--- config.mk ---
export PLATFORM = sky130hd
export DESIGN_NAME = fsol_top
export DESIGN_NICKNAME = d
export VERILOG_FILES = /design/src/hw/fsol_pkg.sv /design/src/hw/fsol_top.sv
export VERILOG_INCLUDE_DIRS = /design/src /design/src/hw
export SDC_FILE = /design/constraint.sdc
export NUM_CORES = 1
export LEC_CHECK = 0
export BUFFER_PORTS_ARGS = -buffer_cell sky130_fd_sc_hd__buf_4
export CAP_MARGIN = 25
export CORE_MARGIN = 8
export CORE_UTILIZATION = 45
export CTS_CLUSTER_DIAMETER = 80
export DETAILED_ROUTE_END_ITERATION = 8
export GPL_TIMING_DRIVEN = 0
export PLACE_DENSITY = 0.71
export SLEW_MARGIN = 0
export SYNTH_ARGS = -nofsm -noshare
export SYNTH_HDL_FRONTEND = slang
export SYNTH_SLANG_ARGS = --single-unit
--- constraint.sdc ---
create_clock -name ref_clk -period 3.5 [get_ports ref_clk]
set_input_delay 0.525 -clock ref_clk [delete_from_list [all_inputs] [get_ports ref_clk]]
set_output_delay 0.525 -clock ref_clk [all_outputs]
set_load 0.03 [all_outputs]
--- src/hw/fsol_cfg.svh ---
// Behaviour
// - On every reset the stored protect byte and stored option byte are copied from flash into the working registers.
// - An eight-byte backdoor compare key is held in flash starting at the lowest key address.
// - The key may lift security only while the key enable bit reads 1, and only until the next reset.
// - Key entry is accepted only from code running in secure memory and never from background debug access.
// - With the key enable bit at 0 the key is dead and only a mass erase followed by a passing blank check unsecures.
// - The security field value 1:0 means unsecured, and software must program it before reset to stay unsecured.
// - The stored option, protect and key bytes live in the flash array, not in the high-page registers.
// - The command register accepts blank check 0x05 and mass erase 0x41 among five valid commands.
`ifndef FSOL_CFG_SVH
`define FSOL_CFG_SVH

// ***************************************
// High-page register offsets
// ***************************************
`define FSOL_ADR_CLK_DIV    16'h1820
`define FSOL_ADR_OPTION     16'h1821
`define FSOL_ADR_CONFIG     16'h1823
`define FSOL_ADR_PROTECT    16'h1824
`define FSOL_ADR_STATUS     16'h1825
`define FSOL_ADR_COMMAND    16'h1826

// ***************************************
// Flash array locations
// ***************************************
`define FSOL_ADR_KEY_BASE   16'hFFB0
`define FSOL_ADR_KEY_LAST   16'hFFB7
`define FSOL_ADR_NV_PROT    16'hFFBD
`define FSOL_ADR_NV_OPT     16'hFFBF
`define FSOL_ADR_FLASH_LO   16'hC000

// ***************************************
// Field positions
// ***************************************
`define FSOL_BIT_KEY_EN     7
`define FSOL_BIT_VEC_RED    6
`define FSOL_BIT_KEY_ACC    5
`define FSOL_BIT_DIV_LOADED 7
`define FSOL_BIT_BUF_EMPTY  7
`define FSOL_BIT_CMD_DONE   6
`define FSOL_BIT_PROT_VIOL  5
`define FSOL_BIT_ACC_ERR    4
`define FSOL_BIT_BLANK      2
`define FSOL_SEC_OPEN       2'h2

// ***************************************
// Commands
// ***************************************
`define FSOL_CMD_BLANK      8'h05
`define FSOL_CMD_PROG       8'h20
`define FSOL_CMD_BURST      8'h25
`define FSOL_CMD_PAGE_ERASE 8'h40
`define FSOL_CMD_MASS_ERASE 8'h41

// ***************************************
// Reset values and counts
// ***************************************
`define FSOL_RST_BYTE       8'h00
`define FSOL_RST_KEY        64'h0000000000000000
`define FSOL_KEY_FULL       8'hFF
`define FSOL_LD_FIRST_NV    4'h8
`define FSOL_LD_LAST_NV     4'h9
`define FSOL_LD_END         4'hA

`endif

--- src/hw/fsol_pkg.sv ---
package fsol_pkg;

   typedef enum logic [1:0] {
      FSOL_LD_RUN,
      FSOL_LD_DONE
   } fsol_ld_e;

   typedef enum logic [1:0] {
      FSOL_PH_IDLE,
      FSOL_PH_ADDR,
      FSOL_PH_CMD
   } fsol_phase_e;

   typedef struct packed {
      fsol_ld_e    ld_state;
      logic [3:0]  ld_idx;
      logic [63:0] key_store;
      logic [7:0]  prot;
      logic [7:0]  opt;
      logic [7:0]  clk_div;
      logic        key_acc;
      logic [63:0] key_entry;
      logic [7:0]  key_mask;
      logic        unlocked;
      logic        erased;
      fsol_phase_e phase;
      logic [7:0]  cmd;
      logic [15:0] cmd_addr;
      logic [7:0]  cmd_data;
      logic        busy;
      logic        buf_empty;
      logic        cmd_done;
      logic        prot_viol;
      logic        acc_err;
      logic        blank;
      logic        cmd_start;
      logic [7:0]  rdata;
   } fsol_state_s;

endpackage : fsol_pkg

--- src/hw/fsol_top.sv ---
// The address-and-strobe port is this design's own decision.
`timescale 1ns/100ps
`default_nettype none
`include "fsol_cfg.svh"

module fsol_top
(
   // Clock and reset
   input  wire logic        ref_clk,
   input  wire logic        arst_n,
   // Register port
   input  wire logic [15:0] reg_addr,
   input  wire logic [7:0]  reg_wdata,
   input  wire logic        reg_wr,
   input  wire logic        reg_rd,
   output logic      [7:0]  reg_rdata,
   // Origin of the current access
   input  wire logic        exec_secure,
   input  wire logic        bdm_access,
   // Flash array read port
   output logic             flash_rd_en,
   output logic      [15:0] flash_rd_addr,
   input  wire logic [7:0]  flash_rd_data,
   // Flash command engine
   output logic             flash_cmd_start,
   output logic      [7:0]  flash_cmd_code,
   output logic      [15:0] flash_cmd_addr,
   output logic      [7:0]  flash_cmd_data,
   input  wire logic        flash_cmd_done,
   input  wire logic        flash_blank_ok,
   input  wire logic        flash_prot_viol,
   // Security and protection state
   output logic             load_done,
   output logic             secured,
   output logic      [7:0]  block_protect,
   output logic             vector_redirect_disable
);

   // ***************************************
   // Decoders
   // ***************************************
   function automatic logic in_key_range(input logic [15:0] a);
      in_key_range = (a >= `FSOL_ADR_KEY_BASE) && (a <= `FSOL_ADR_KEY_LAST);
   endfunction : in_key_range

   function automatic logic valid_cmd(input logic [7:0] c);
      valid_cmd = (c == `FSOL_CMD_BLANK) || (c == `FSOL_CMD_PROG) ||
                  (c == `FSOL_CMD_BURST) || (c == `FSOL_CMD_PAGE_ERASE) ||
                  (c == `FSOL_CMD_MASS_ERASE);
   endfunction : valid_cmd

   // ***************************************
   // State
   // ***************************************
   fsol_pkg::fsol_state_s st;
   fsol_pkg::fsol_state_s next_st;

   logic       key_enable_bit;
   logic       sec_open;
   logic       trusted;
   logic [3:0] cap_idx;
   logic [7:0] status_byte;

   assign key_enable_bit = st.opt[`FSOL_BIT_KEY_EN];
   // Field 1:0 is the only open code; all three other patterns mean secure
   assign sec_open       = (st.opt[1:0] == `FSOL_SEC_OPEN);
   // Debug commands never count as secure code, so no key through them
   assign trusted        = exec_secure && !bdm_access;
   assign cap_idx        = st.ld_idx - 4'h1;

   always_comb
   begin
      status_byte                       = `FSOL_RST_BYTE;
      status_byte[`FSOL_BIT_BUF_EMPTY]  = st.buf_empty;
      status_byte[`FSOL_BIT_CMD_DONE]   = st.cmd_done;
      status_byte[`FSOL_BIT_PROT_VIOL]  = st.prot_viol;
      status_byte[`FSOL_BIT_ACC_ERR]    = st.acc_err;
      status_byte[`FSOL_BIT_BLANK]      = st.blank;
   end

   // ***************************************
   // Reset-time load from the flash array
   // ***************************************
   // One address per cycle; data returns the next cycle and is captured one index behind
   always_comb
   begin
      flash_rd_en   = (st.ld_state == fsol_pkg::FSOL_LD_RUN) && (st.ld_idx != `FSOL_LD_END);
      flash_rd_addr = `FSOL_ADR_KEY_BASE + {12'h000, st.ld_idx};
      if (st.ld_idx == `FSOL_LD_FIRST_NV)
      begin
         flash_rd_addr = `FSOL_ADR_NV_PROT;
      end
      else if (st.ld_idx == `FSOL_LD_LAST_NV)
      begin
         flash_rd_addr = `FSOL_ADR_NV_OPT;
      end
   end

   // ***************************************
   // Next-state logic
   // ***************************************
   always_comb
   begin
      next_st           = st;
      next_st.cmd_start = 1'b0;
      next_st.rdata     = `FSOL_RST_BYTE;

      case (st.ld_state)
         fsol_pkg::FSOL_LD_RUN:
         begin
            if (st.ld_idx != 4'h0)
            begin
               if (cap_idx < `FSOL_LD_FIRST_NV)
               begin
                  next_st.key_store[{cap_idx[2:0], 3'h0} +: 8] = flash_rd_data;
               end
               else if (cap_idx == `FSOL_LD_FIRST_NV)
               begin
                  next_st.prot = flash_rd_data;
               end
               else
               begin
                  next_st.opt = flash_rd_data;
               end
            end
            if (st.ld_idx == `FSOL_LD_END)
            begin
               next_st.ld_state = fsol_pkg::FSOL_LD_DONE;
            end
            else
            begin
               next_st.ld_idx = st.ld_idx + 4'h1;
            end
         end
         fsol_pkg::FSOL_LD_DONE:
         begin
            next_st.ld_idx = st.ld_idx;
         end
         default:
         begin
            next_st.ld_state = fsol_pkg::FSOL_LD_RUN;
         end
      endcase

      // ***************************************
      // Register reads
      // ***************************************
      if (reg_rd)
      begin
         case (reg_addr)
            `FSOL_ADR_CLK_DIV: next_st.rdata = st.clk_div;
            `FSOL_ADR_OPTION:  next_st.rdata = st.opt;
            `FSOL_ADR_CONFIG:  next_st.rdata[`FSOL_BIT_KEY_ACC] = st.key_acc;
            `FSOL_ADR_PROTECT: next_st.rdata = st.prot;
            `FSOL_ADR_STATUS:  next_st.rdata = status_byte;
            `FSOL_ADR_COMMAND: next_st.rdata = st.cmd;
            default:           next_st.rdata = `FSOL_RST_BYTE;
         endcase
      end

      // ***************************************
      // Register and array writes
      // ***************************************
      if (reg_wr)
      begin
         case (reg_addr)
            `FSOL_ADR_CLK_DIV:
            begin
               // Write-once, and locked out while an access error stands
               if (!st.clk_div[`FSOL_BIT_DIV_LOADED] && !st.acc_err)
               begin
                  next_st.clk_div                       = reg_wdata;
                  next_st.clk_div[`FSOL_BIT_DIV_LOADED] = 1'b1;
               end
            end
            `FSOL_ADR_CONFIG:
            begin
               if (trusted && key_enable_bit)
               begin
                  next_st.key_acc = reg_wdata[`FSOL_BIT_KEY_ACC];
                  if (st.key_acc && !reg_wdata[`FSOL_BIT_KEY_ACC])
                  begin
                     // Compare on leaving key mode; a partial entry never matches
                     if ((st.key_mask == `FSOL_KEY_FULL) && (st.key_entry == st.key_store))
                     begin
                        next_st.unlocked = 1'b1;
                     end
                     next_st.key_mask = `FSOL_RST_BYTE;
                  end
               end
            end
            `FSOL_ADR_PROTECT:
            begin
               next_st.prot = reg_wdata;
            end
            `FSOL_ADR_STATUS:
            begin
               if (reg_wdata[`FSOL_BIT_PROT_VIOL])
               begin
                  next_st.prot_viol = 1'b0;
               end
               if (reg_wdata[`FSOL_BIT_ACC_ERR])
               begin
                  next_st.acc_err = 1'b0;
               end
               if (reg_wdata[`FSOL_BIT_BUF_EMPTY])
               begin
                  if (st.phase == fsol_pkg::FSOL_PH_CMD)
                  begin
                     if (st.clk_div[`FSOL_BIT_DIV_LOADED])
                     begin
                        next_st.buf_empty = 1'b0;
                        next_st.cmd_done  = 1'b0;
                        next_st.blank     = 1'b0;
                        next_st.busy      = 1'b1;
                        next_st.cmd_start = 1'b1;
                     end
                     else
                     begin
                        next_st.acc_err = 1'b1;
                     end
                     next_st.phase = fsol_pkg::FSOL_PH_IDLE;
                  end
                  else if (st.phase == fsol_pkg::FSOL_PH_ADDR)
                  begin
                     next_st.acc_err = 1'b1;
                     next_st.phase   = fsol_pkg::FSOL_PH_IDLE;
                  end
               end
               else if (st.phase != fsol_pkg::FSOL_PH_IDLE)
               begin
                  // Writing 0 mid-sequence aborts it
                  next_st.acc_err = 1'b1;
                  next_st.phase   = fsol_pkg::FSOL_PH_IDLE;
               end
            end
            `FSOL_ADR_COMMAND:
            begin
               if ((st.phase == fsol_pkg::FSOL_PH_ADDR) && valid_cmd(reg_wdata))
               begin
                  next_st.cmd   = reg_wdata;
                  next_st.phase = fsol_pkg::FSOL_PH_CMD;
               end
               else
               begin
                  next_st.acc_err = 1'b1;
                  next_st.phase   = fsol_pkg::FSOL_PH_IDLE;
               end
            end
            default:
            begin
               if (st.key_acc && in_key_range(reg_addr))
               begin
                  // Key mode turns array writes into key bytes, never a command
                  if (trusted && key_enable_bit)
                  begin
                     next_st.key_entry[{reg_addr[2:0], 3'h0} +: 8] = reg_wdata;
                     next_st.key_mask[reg_addr[2:0]]               = 1'b1;
                  end
               end
               else if (!st.key_acc && (reg_addr >= `FSOL_ADR_FLASH_LO))
               begin
                  if ((st.phase == fsol_pkg::FSOL_PH_IDLE) && st.buf_empty && !st.busy)
                  begin
                     next_st.cmd_addr = reg_addr;
                     next_st.cmd_data = reg_wdata;
                     next_st.phase    = fsol_pkg::FSOL_PH_ADDR;
                  end
                  else
                  begin
                     next_st.acc_err = 1'b1;
                     next_st.phase   = fsol_pkg::FSOL_PH_IDLE;
                  end
               end
            end
         endcase
      end

      // ***************************************
      // Command completion
      // ***************************************
      // Placed after the writes so a hardware set beats a same-cycle clear
      if (flash_cmd_done && st.busy)
      begin
         next_st.busy      = 1'b0;
         next_st.buf_empty = 1'b1;
         next_st.cmd_done  = 1'b1;
         if (flash_prot_viol)
         begin
            next_st.prot_viol = 1'b1;
         end
         if (st.cmd == `FSOL_CMD_MASS_ERASE)
         begin
            next_st.erased = 1'b1;
         end
         if (st.cmd == `FSOL_CMD_BLANK)
         begin
            next_st.blank = flash_blank_ok;
            // Only an erase that is then proven blank opens a keyless part
            if (flash_blank_ok && st.erased)
            begin
               next_st.unlocked = 1'b1;
            end
         end
      end
   end

   // ***************************************
   // State register
   // ***************************************
   always_ff @(posedge ref_clk or negedge arst_n)
   begin
      if (!arst_n)
      begin
         st           <= '0;
         st.ld_state  <= fsol_pkg::FSOL_LD_RUN;
         st.phase     <= fsol_pkg::FSOL_PH_IDLE;
         st.key_store <= `FSOL_RST_KEY;
         st.unlocked  <= 1'b0;
         st.buf_empty <= 1'b1;
         st.cmd_done  <= 1'b1;
      end
      else
      begin
         st <= next_st;
      end
   end

   // ***************************************
   // Outputs
   // ***************************************
   assign reg_rdata               = st.rdata;
   assign flash_cmd_start         = st.cmd_start;
   assign flash_cmd_code          = st.cmd;
   assign flash_cmd_addr          = st.cmd_addr;
   assign flash_cmd_data          = st.cmd_data;
   assign load_done               = (st.ld_state == fsol_pkg::FSOL_LD_DONE);
   // Secure until the load finishes, so nothing leaks in the first cycles
   assign secured                 = !load_done || (!sec_open && !st.unlocked);
   assign block_protect           = st.prot;
   assign vector_redirect_disable = st.opt[`FSOL_BIT_VEC_RED];

endmodule : fsol_top
`default_nettype wire

---- Yosys cells after proc, flatten, opt, wreduce, memory -nomap -nowiden ----
Cells that the tools add are included.
Widths: inputs -> output; s select.
storage, ports and cells
  flip-flop bits (word level) ............. 218
  bits of input ports ..................... 41
  output and inout port bits .............. 69
  word-level logic and storage cells ...... 201
operators by class
  add/subtract/negate cells ............... 5
  order comparisons ....................... 6
  equal/unequal tests ..................... 31
  shift-type cells ........................ 4
  muxes and demuxes ....................... 65
  bitwise gates (word level) .............. 9
  reduce and logical (&&, ||, !) cells .... 58
operators by type and width
  operator                number
  $bwmux 64               2
  $shift 8x8->64 const A  2
  $shiftx 8x8->64         2
  $eq 16x13->1 const B    6
  $mux 16                 5
  $eq 64x64->1            1
  $mux 8                  7
  $ge 16x16->1 const B    2
  $mux 2                  13
  $pmux 5 s5              1
  $eq 8x7->1 const B      3
  $mux 1                  22
  $mux 9                  2
  $eq 4x4->1 const B      4
  $eq 8x3->1 const B      2
  $eq 8x6->1 const B      2
  $le 16x16->1 const B    1
  $logic_and 1x1->1       16
  $neg 6->8               2
  $pmux 8 s2              1
  $reduce_and 5->1        3
  $reduce_bool 2->1       7
  $reduce_and 3->1        4
  $reduce_and 6->1        2
  35 further kinds        66

---- Longest topological paths before layout ----
Gate-level depths: netlist of run 1.
  word-level depth ........................ 11
  mapped depth ............................ 11
  gate-level depth less buffers ........... 8

---- Worst setup path after synthesis of run 1 ----
No wires, ideal clock.
  path kind ............................... in2reg
  start point ............................. in reg_addr[0]
  end point ............................... reg st[108] (netlist bit)
  arrival ................................. 2.571 ns
  setup slack ............................. 0.804 ns
  cell stages on the path ................. 8
  buffers on the path ..................... 3
  path through ............................ clkbuf_1 > inv_1 > ha_1 > ha_1 > clkbuf_1 > or4b_1 > buf_4 > mux2_4
on the way
  longest elaborated chain between the ends .. 4
  elaborated cells between the ends (all ways) .. 16
  classes of those cells .................. add/sub: 1; order compare: 2; eq/ne: 5; shift: 2; mux: 1; bitwise: 1; reduce/logical: 4
ends and longest elaborated chain
  what                                               line             text
  start: declaration                                 fsol_top.sv:12   input wire logic [15:0] reg_addr,
  branches (longest 4 deep; another with $neg 6->8)  n/a
  end signal: assignment                             fsol_top.sv:325  st <= next_st;
  end: declaration                                   fsol_top.sv:55   fsol_pkg::fsol_state_s st;
Several ways; the timed one is not identified.
A chain may end at the register's enable or synchronous reset.

---- Worst setup path after layout of run 1 ----
  start point ............................. reg st[212] (netlist bit)
  end point ............................... reg st[148] (netlist bit)
on the way
  longest elaborated chain between the ends .. 4
  elaborated cells between the ends (all ways) .. 8
  classes of those cells .................. add/sub: 2; order compare: 1; shift: 2; mux: 1; reduce/logical: 2
ends and longest elaborated chain
  what                                                      line             text
  $sub 4x1->4 (*)                                           fsol_top.sv:69   assign cap_idx = st.ld_idx - 4'h1;
  named net cap_idx[0]                                      fsol_top.sv:61   logic [3:0] cap_idx;
  $neg 6->8                                                 fsol_top.sv:115  next_st.key_store[{cap_idx[2:0], 3'h0} +: 8] = flash_rd_data;
  $shiftx 8x8->64 / $shift 8x8->64 (equally long branches)  fsol_top.sv:115
  $bwmux 64                                                 fsol_top.sv:115
Mark *: on every way through the listed nets, which the timed path passes. The rest lies on a longest branch.

==> results of run 1 <==
## worst paths after layout
kind / startpoint / to / slack [ns] / depth (start not counted)
hold reg to reg: flash_cmd_addr[14] / flash_cmd_addr[14] / 0.47 / 1
max in group asynchronous: arst_n / st[210] / 2.38 / 2
setup / recovery: st[212] / st[148] / 0.46 / 8
setup reg to reg: st[212] / st[148] / 0.46 / 8
min in group ref_clk: flash_cmd_done / st[14] / 0.23 / 2
hold / removal: arst_n / flash_cmd_data[4] / 0.09 / 1
## state kept, by name (all words and copies together) (netlist names)
name and flops:
block_protect 8, key_enable_bit 1, flash_cmd_addr 16, reg_rdata 8
st 165, flash_cmd_start 1, vector_redirect_disable 1, flash_cmd_code 8
flash_cmd_data 8
## stage by stage
step	cells	hold WS [ns]
after floorplan	948	0.229
after global placement	1361	0.451
after detailed placement	1362	0.457
after CTS	1401	0.129
after global routing	1402	0.164
final	1402	0.0924
## layer usage
layer | part of all wire | up-vias
li1 | - | 3446
met3 | 0.067 | 50
met2 | 0.48 | 242
met4 | 0.022 | 0
met1 | 0.43 | 3756
met5 | 0 | -
## area by class of cell
class                   count  area [um^2]
plain buffers             102          648
clock buffers              36          674
clock inverters             3         15.0
fillers                  2094        10800
inverters                  21         78.8
multi-input cells         609         4480
flip-flops and latches    216         5410
well taps                 319          399
repair buffers             96          746
## power groups by stage
stage          clock network (W)  logic (W)  registers, W
2_1_floorplan                  0   0.000185       0.00262
3_3_place_gp                   0   0.000350       0.00262
3_5_place_dp                   0   0.000362       0.00263
4_1_cts                  0.00232   0.000363       0.00258
5_1_grt                  0.00243   0.000392       0.00258
6_report                 0.00227   0.000360       0.00258
## cell families (layout without fill, tap and decap cells)
kind of cell | after synthesis | in the layout | share of synthesized area
AOI/OAI and AO/OA | 134 | 134 | 0.0778
xor gates and xnor gates | 60 | 60 | 0.0497
adders and majority gates | 12 | 12 | 0.0142
buffers and inverters | 123 | 258 | 0.0687
DFF | 216 | 216 | 0.511
muxes | 133 | 133 | 0.145
other | 2 | 12 | 0.000710
and+or+nand+nor | 258 | 258 | 0.133
## cells in the final DEF, fill, tap and decap left out, drive strengths merged, types with 3 or more instances in the layout
master	count
mux2	124
a31oi	3
nor2	32
nor3b	4
ha	12
a21oi	21
nand4b	3
nor4b	5
o22ai	3
and3	9
nor3	7
nand2b	16
a222oi	4
nor2b	7
clkinv	3
conb	12
o2bb2ai	3
mux2i	9
a22oi	14
xor2	16
o21ai	65
o21a	4
nor4	10
nand4	16
nand3b	5
xnor2	44
buf	172
clkbuf	62
nand3	23
a22o	3
inv	21
nand2	80
dfrtp	215
and2	32
==> run metrics, run 1 <==
CP cell instances buf_2 -> inv_1 -> ha_1 -> buf_6 -> xnor2_1 -> ha_1 -> nor4b_4 -> mux2_2; asr flop ratio synth 1.00; crit path DAT 3.42 ns; # setup viols final 0; Switching Fraction 0.233; WP buf/inv 3; crit path capture type register; setup ws final 0.462 ns; Data required, critical path 3.89 ns; CTS root buf clkbuf_16; pwr dens 419 nW/um^2; Synth area leaders dfrtp_1 51%, mux2_2 11%, buf_4 4.5%; Worst Setup Start Kind register; most common cell in the netlist dfrtp_1; pre-CTS setup slack ~0.12 ns; top-area cell type share of the netlist area 0.509; CTS resizes 0; DR pass1 iterations 5; Rows 56; total negative slack 0 ns; Max Freq 0.329 GHz; Core Util, Final 0.535; Clock power frac 0.436; max_cap viols 0; NumNets Final around 1,100; post-route cell area around 12,000 um^2; slowest CP cell nor4b_4; Slew @ Worst Pin 0.905 ns; initial antenna violation count 0; Tot Pwr 0.00521 W; Final HPWL DP around 19,000 um; io pins between 100 and 150; CTS tree built; Post-synth EDFFs 0; most used routing layer met2; Vias between 7,000 and 8,000; Worst-Skew Late Latency about 0.5 ns; Vert. Die Dim between 150 and 200 um; Mapped Cells ~940; share of cells above drive strength 1 0.313; met1 Track Usage GR 0.251; largest net degree at the start of global routing 112; clock-pin transition on the worst setup and hold timing paths 0.06 ns; Final Hold Viols 0; vias in the first global route 7,565; first-pass GRT wire length 43,300 um; Yosys top cell by area dfrtp_1; postcts setup bufs 0; GPL Wtd Cong about 0.89; grt ovf 0; Rel. slew slack 0.397; RSZ-0062 raised after global routing no; final worst path period share 0.868; Sequential Power Share 0.495; outcome complete, no violations; Hold WC Path Type in -> async; CP Max Fanout 9; met2 layer usage reported by global route 0.320; Comb power frac 0.069; Synth-to-Final Area Change 17.7%; DRC viols 0; sw power ~0.0012 W; Initial DRC Count between 600 and 700; total wire length between 20,000 and 30,000 um; Crit path max-delay family simple AND/OR/NAND/NOR gates; core area between 20,000 and 25,000 um^2; port buffer count 94; Routed wire per std cell ~20 um; die width between 150 and 200 um; clock skew 0.0112 ns; Top FF cell, synth dfrtp_1; cell mode on critical path ha_1; Final min period 3.04 ns; Max VDD drop ~0.00034 V; Avg Cell Area, Syn around 11 um^2; internal cell power about 0.0040 W; hold buffers post-CTS 0; Max Slew Vio Count 0; register area share after synthesis 0.511; Starting Density 0.455; # diodes 0; synthesized area about 11,000 um^2; Clock Tree Buf Depth 3; Largest stage delay, worst path about 0.76 ns; clk sinks ~220; number of synthesized register bits 216; vias per cell around 5.3; die area 28,700 um^2; H-tree Lvls 1; grt met3 use 0.0386; CP Class reg -> reg; GRT Util Overall 0.192; DP Area approximately 12,000 um^2; clock buffer count from CTS 23; Yosys cell types 65; Synth top cells by count 215 x dfrtp_1, 108 x mux2_2, 79 x nand2_1; Leakage 5.72 nW; post-detailed-route count of antenna-violating nets 0; Ys Warns 0
Note: power is estimated with default switching activity, not from simulation.
==> run 2: changes to the inputs <==
Settings changed: CTS_CLUSTER_SIZE from default to 24, RECOVER_POWER from default to 100.
==> run metrics, run 2 (synthesized netlist as in run 1, its figures left out) <==
outcome finished with violations; failing checks capacitance limit, slew limit; # diodes 0 (unchanged); Comb power frac 0.075 (+0.006); clock-pin transition on the worst setup and hold timing paths 0.09 ns (+0.03 ns); r2r endpoint st[200]; Sequential Power Share 0.557 (+0.062); Rel. slew slack -0.903 (-1.30); DP Area 11,800 um^2 (unchanged); Routed wire per std cell 19.7 um (+0.60%); Synth-to-Final Area Change 12.3%; port buffer count 94 (unchanged); Max Freq 0.320 GHz (-2.9%); pre-CTS setup slack 0.119 ns (unchanged); Starting Density 0.455 (unchanged); worst r2r path cells 10 (+2); clock buffer count from CTS 13 (-43%); Clock power frac 0.367 (-0.069); Worst-Skew Late Latency 0.47 ns (-0.04 ns); vias per cell 5.37 (+0.49%); Vias 7,423 (-0.95%); CP startpoint st[212]; DRC viols 0 (unchanged); GPL Wtd Cong 0.892 (unchanged); Final Hold Viols 0 (unchanged); Max Slew Vio Count 111 (+111); placed insts 1,362 (unchanged); largest net degree at the start of global routing 112 (unchanged); CP Max Fanout 9 (unchanged); share of cells above drive strength 1 0.229 (-0.0844); setup ws final 0.370 ns (-0.0917 ns); reg2reg start st[212]; Clock Tree Buf Depth 3 (unchanged); Tot Pwr 0.00463 W (-11%); Final min period 3.13 ns (+0.0917 ns); max_cap viols 1 (+1); post-detailed-route count of antenna-violating nets 0 (unchanged); final worst path period share 0.894 (+0.0262); crit path DAT 3.49 ns (+0.07 ns); grt ovf 0 (unchanged); Data required, critical path 3.86 ns (-0.03 ns); hold buffers post-CTS 0 (unchanged); vias in the first global route 7,362 (-2.7%); cell mode on critical path ha_1; initial antenna violation count 0 (unchanged); Rows 56 (unchanged); most flop-heavy register st; R2R Setup Slk 0.37 ns (-0.09 ns); # setup viols final 0 (unchanged); fin cells 1,382 (-1.4%); clk sinks 216 (unchanged); io pins 110 (unchanged); Initial DRC Count 658 (+2.5%); Slew @ Worst Pin 2.85 ns (+1.95 ns); total negative slack 0 ns (unchanged); CTS root buf clkbuf_16; sw power 0.00110 W (-9.9%); die area 28,700 um^2 (unchanged); core area 23,300 um^2 (unchanged); Hold Crit Start flash_cmd_done; most common cell after layout, fill and taps aside dfrtp_1; Vert. Die Dim 169 um (unchanged); post-route cell area 11,900 um^2 (-4.6%); worst setup path end st[200]; CTS resizes 0 (unchanged); CP Class reg -> reg; Leakage 5.26 nW (-8.0%); H-tree Lvls 1 (unchanged); GRT Util Overall 0.188 (-0.00380); Switching Fraction 0.237 (+0.00355); Worst Setup Start Kind register; RSZ-0062 raised after global routing no; CTS tree built; pwr dens 389 nW/um^2 (-7.0%); most frequent cells in the layout 215 x dfrtp_1, 108 x mux2_2, 95 x buf_4, 92 x clkbuf_1, 80 x nand2_1; NumNets Final 1,112 (-0.89%); max reg flops 165 (unchanged); internal cell power 0.00353 W (-12%); Final HPWL DP 19,500 um (unchanged); Largest stage delay, worst path 0.50 ns (-0.26 ns); total wire length 27,300 um (-0.84%); CP cell instances buf_2 -> inv_1 -> ha_1 -> buf_6 -> xnor2_1 -> ha_1 -> nor2_1 -> and3_1 -> clkbuf_1 -> mux2_2; first-pass GRT wire length 42,400 um (-2.1%); postcts setup bufs 0 (unchanged); Hold WC Path Type in -> reg; Max VDD drop 0.000255 V (-26%); die width 169 um (unchanged); DR pass1 iterations 8 (+3); crit path capture type register; clock skew 0.0166 ns (+0.00541 ns); slowest CP cell clkbuf_1
==> run 2: cell count changes in the layout (fill, tap and decap cells not counted), moves of 4 or more <==
cell / previous run / this run
and2_0: 0 / 5
clkbuf_8: 5 / 1
buf_2: 11 / 5
and2_1: 32 / 27
clkbuf_16: 23 / 13
mux2_1: 4 / 14
mux2_4: 12 / 2
clkbuf_1: 33 / 92
buf_4: 156 / 95
==> run 2: how the worst min path moves through the flow <==
stage | slack [ns] | cells after the start | endpoint
6_report | 0.25 | 2 | st[14]
5_1_grt | 0.25 | 2 | st[14]
4_1_cts | 0.16 | 1 | flash_cmd_data[4]
3_5_place_dp | 0.46 | 1 | flash_cmd_addr[14]
3_3_place_gp | 0.45 | 1 | flash_cmd_addr[14]
2_1_floorplan | 0.23 | 0 | block_protect[0]
==> run 2: critical path, delay by kind of cell, from the launching register on <==
kind,cells,cell delay [ns]
buf+inv,4,1.02
fa+ha+maj,2,0.59
flops,1,0.42
mux,1,0.41
simple gates,2,0.34
xor+xnor,1,0.24
==> run 2: per-layer routing <==
layer  track usage  wire (um)  vias up
met1         0.256      12200     3742
met3        0.0288       1440       40
met2         0.312      13100      225
met4        0.0454        537        0
met5             0          0        -
li1              -          -     3416
==> run 2: through the flow <==
stage	hold slack, ns	util
final	0.255	0.511
after global routing	0.254	0.511
after CTS	0.165	0.523
after detailed placement	0.457	0.505
after global placement	0.451	0.504
after floorplan	0.229	-
==> run 2: layout make-up <==
| cell class | count | area [um^2] |
|---|---|---|
| inverter | 21 | 78.8 |
| fill | 2186 | 11400 |
| sequential | 216 | 5410 |
| tap | 319 | 399 |
| buffer | 102 | 626 |
| multi-input combinational | 609 | 4430 |
| timing repair buffer | 96 | 522 |
| clock buffer | 15 | 343 |
| clock inverter | 4 | 77.6 |
==> run 2: power groups by stage <==
stage | registers (W) | clock network [W] | logic [W]
after global routing | 0.00258 | 0.00182 | 0.000380
after detailed placement | 0.00263 | 0 | 0.000362
final | 0.00258 | 0.00170 | 0.000349
after floorplan | 0.00262 | 0 | 0.000185
after CTS | 0.00258 | 0.00173 | 0.000363
after global placement | 0.00262 | 0 | 0.000350
==> run 3: changes to the inputs <==
Settings changed: CORE_MARGIN 8 to default, CORE_UTILIZATION 45 to 40, PLACE_DENSITY 0.71 to 0.65.
==> run metrics, run 3 (synthesized netlist as in run 1, its figures left out) <==
outcome finished with violations; failing checks capacitance limit, slew limit; Leakage 5.28 nW (+0.39%); crit path DAT 3.55 ns (+0.06 ns); H-tree Lvls 1 (unchanged); die area 27,100 um^2 (-5.5%); max_cap viols 1 (unchanged); CP Class reg -> reg; sw power 0.00118 W (+7.8%); crit path capture type register; Rows 59 (+5.4%); Tot Pwr 0.00474 W (+2.4%); Data required, critical path 3.87 ns (about the same); Synth-to-Final Area Change 12.9%; initial antenna violation count 0 (unchanged); Routed wire per std cell 19.5 um (-1.4%); WHS 0.237 ns (-0.0178 ns); core area 26,000 um^2 (+12%); GPL Wtd Cong 0.864 (-3.1%); Max Slew Vio Count 100 (-9.9%); final worst path period share 0.907 (+0.0124); total wire length 27,300 um (about the same); Clock power frac 0.381 (+0.014); CTS root buf clkbuf_16; pre-CTS setup slack 0.0276 ns (-0.0915 ns); Max VDD drop 0.000262 V (+3.1%); Final Hold Viols 0 (unchanged); RSZ-0062 raised after global routing no; worst r2r path cells 10 (unchanged); CTS resizes 0 (unchanged); max reg flops 165 (unchanged); Comb power frac 0.074 (about the same); port buffer count 94 (unchanged); Slew @ Worst Pin 2.52 ns (-0.330 ns); Starting Density 0.407 (-0.0476); clock-pin transition on the worst setup and hold timing paths 0.09 ns (about the same); clk sinks 216 (unchanged); DR pass1 iterations 5 (-3); vias in the first global route 7,452 (+1.2%); DP Area 11,800 um^2 (+0.17%); # setup viols final 0 (unchanged); Switching Fraction 0.249 (+0.0125); first-pass GRT wire length 42,800 um (+1.1%); setup ws final 0.327 ns (-0.0435 ns); CP Max Fanout 9 (unchanged); pwr dens 396 nW/um^2 (+1.8%); Worst Setup Start Kind register; GRT Util Overall 0.209 (+0.0203); vias per cell 5.21 (-3.0%); Final min period 3.17 ns (+0.0435 ns); Rel. slew slack -0.683 (+0.220); most common cell after layout, fill and taps aside dfrtp_1; post-detailed-route count of antenna-violating nets 0 (unchanged); post-route cell area 11,900 um^2 (+0.58%); most frequent cells in the layout 215 x dfrtp_1, 108 x mux2_2, 96 x buf_4, 90 x clkbuf_1, 80 x nand2_1; DRC viols 0 (unchanged); CTS tree built; hold path depth 2 (unchanged); Final HPWL DP 19,500 um (+0.35%); total negative slack 0 ns (unchanged); clock skew 0.0167 ns (+0.000118 ns); io pins 110 (unchanged); grt ovf 0 (unchanged); Sequential Power Share 0.545 (-0.012); share of cells above drive strength 1 0.232 (+0.00333); Max Freq 0.315 GHz (-1.4%); Worst-Skew Late Latency 0.49 ns (+0.02 ns); most flop-heavy register st; die width 165 um (-2.8%); clock buffer count from CTS 14 (+1); postcts setup bufs 0 (unchanged); Hold WC Path Type in -> reg; hold buffers post-CTS 0 (unchanged); Clock Tree Buf Depth 3 (unchanged); NumNets Final 1,112 (unchanged); Vert. Die Dim 165 um (-2.8%); internal cell power 0.00355 W (+0.68%); Initial DRC Count 560 (-15%); Vias 7,299 (-1.7%); largest net degree at the start of global routing 118 (+5.4%)
## run 3: cell count changes in the layout (fill, tap and decap cells not counted), sizes merged
cell and delta:
diode +1, bufinv -1, buf +1, inv +2, clkbuf -1, clkinvlp +1
## run 3: per-layer routing
layer  vias to the layer above  track usage  part of all wire  routed length [um]
met1                      3670        0.290              0.46               12600
li1                       3437            -                 -                   -
met3                        37       0.0193             0.035                 958
met5                         -            0                 0                   0
met2                       155        0.349              0.48               13100
met4                         0       0.0550             0.024                 642
## run 3: worst paths after layout
check                                    from                  to  slack [ns]
hold / removal                 flash_cmd_done              st[14]        0.24
setup / recovery                      st[212]             st[208]        0.33
min in group asynchronous              arst_n   flash_cmd_data[4]        0.81
setup reg to reg                      st[212]             st[208]        0.33
max in group asynchronous              arst_n             st[215]        1.18
hold reg to reg            flash_cmd_addr[15]  flash_cmd_addr[15]        0.47
## run 3: through the flow
stage                     utilization  std cells
final                           0.460       1401
after global routing            0.460       1400
after CTS                       0.471       1400
after detailed placement        0.453       1378
after global placement          0.452       1377
after floorplan                     -        948
## run 3: final cells by class
class,instances,area [um^2]
clock buffers,16,379
fillers,2507,14000
flip-flops and latches,216,5410
repair buffers,95,524
inverters,21,78.8
diodes,1,2.50
well taps,335,419
multi-input cells,609,4430
plain buffers,102,626
clock inverters,6,85.1
## run 3: power by group through the flow
stage	clock, W	sequential, W	combinational (W)
2_1_floorplan	0	0.00262	0.000185
5_1_grt	0.00193	0.00259	0.000385
3_5_place_dp	0	0.00263	0.000363
3_3_place_gp	0	0.00263	0.000354
4_1_cts	0.00184	0.00258	0.000365
6_report	0.00181	0.00258	0.000350
## run 3: critical path: stages (launching register included)
cell and delay, ns:
dfrtp_1 0.40, buf_2 0.23, inv_1 0.16, ha_1 0.24, buf_6 0.14, xnor2_1 0.26, ha_1 0.36, nor2_1 0.19
and3_1 0.17, clkbuf_1 0.49, mux2_2 0.40
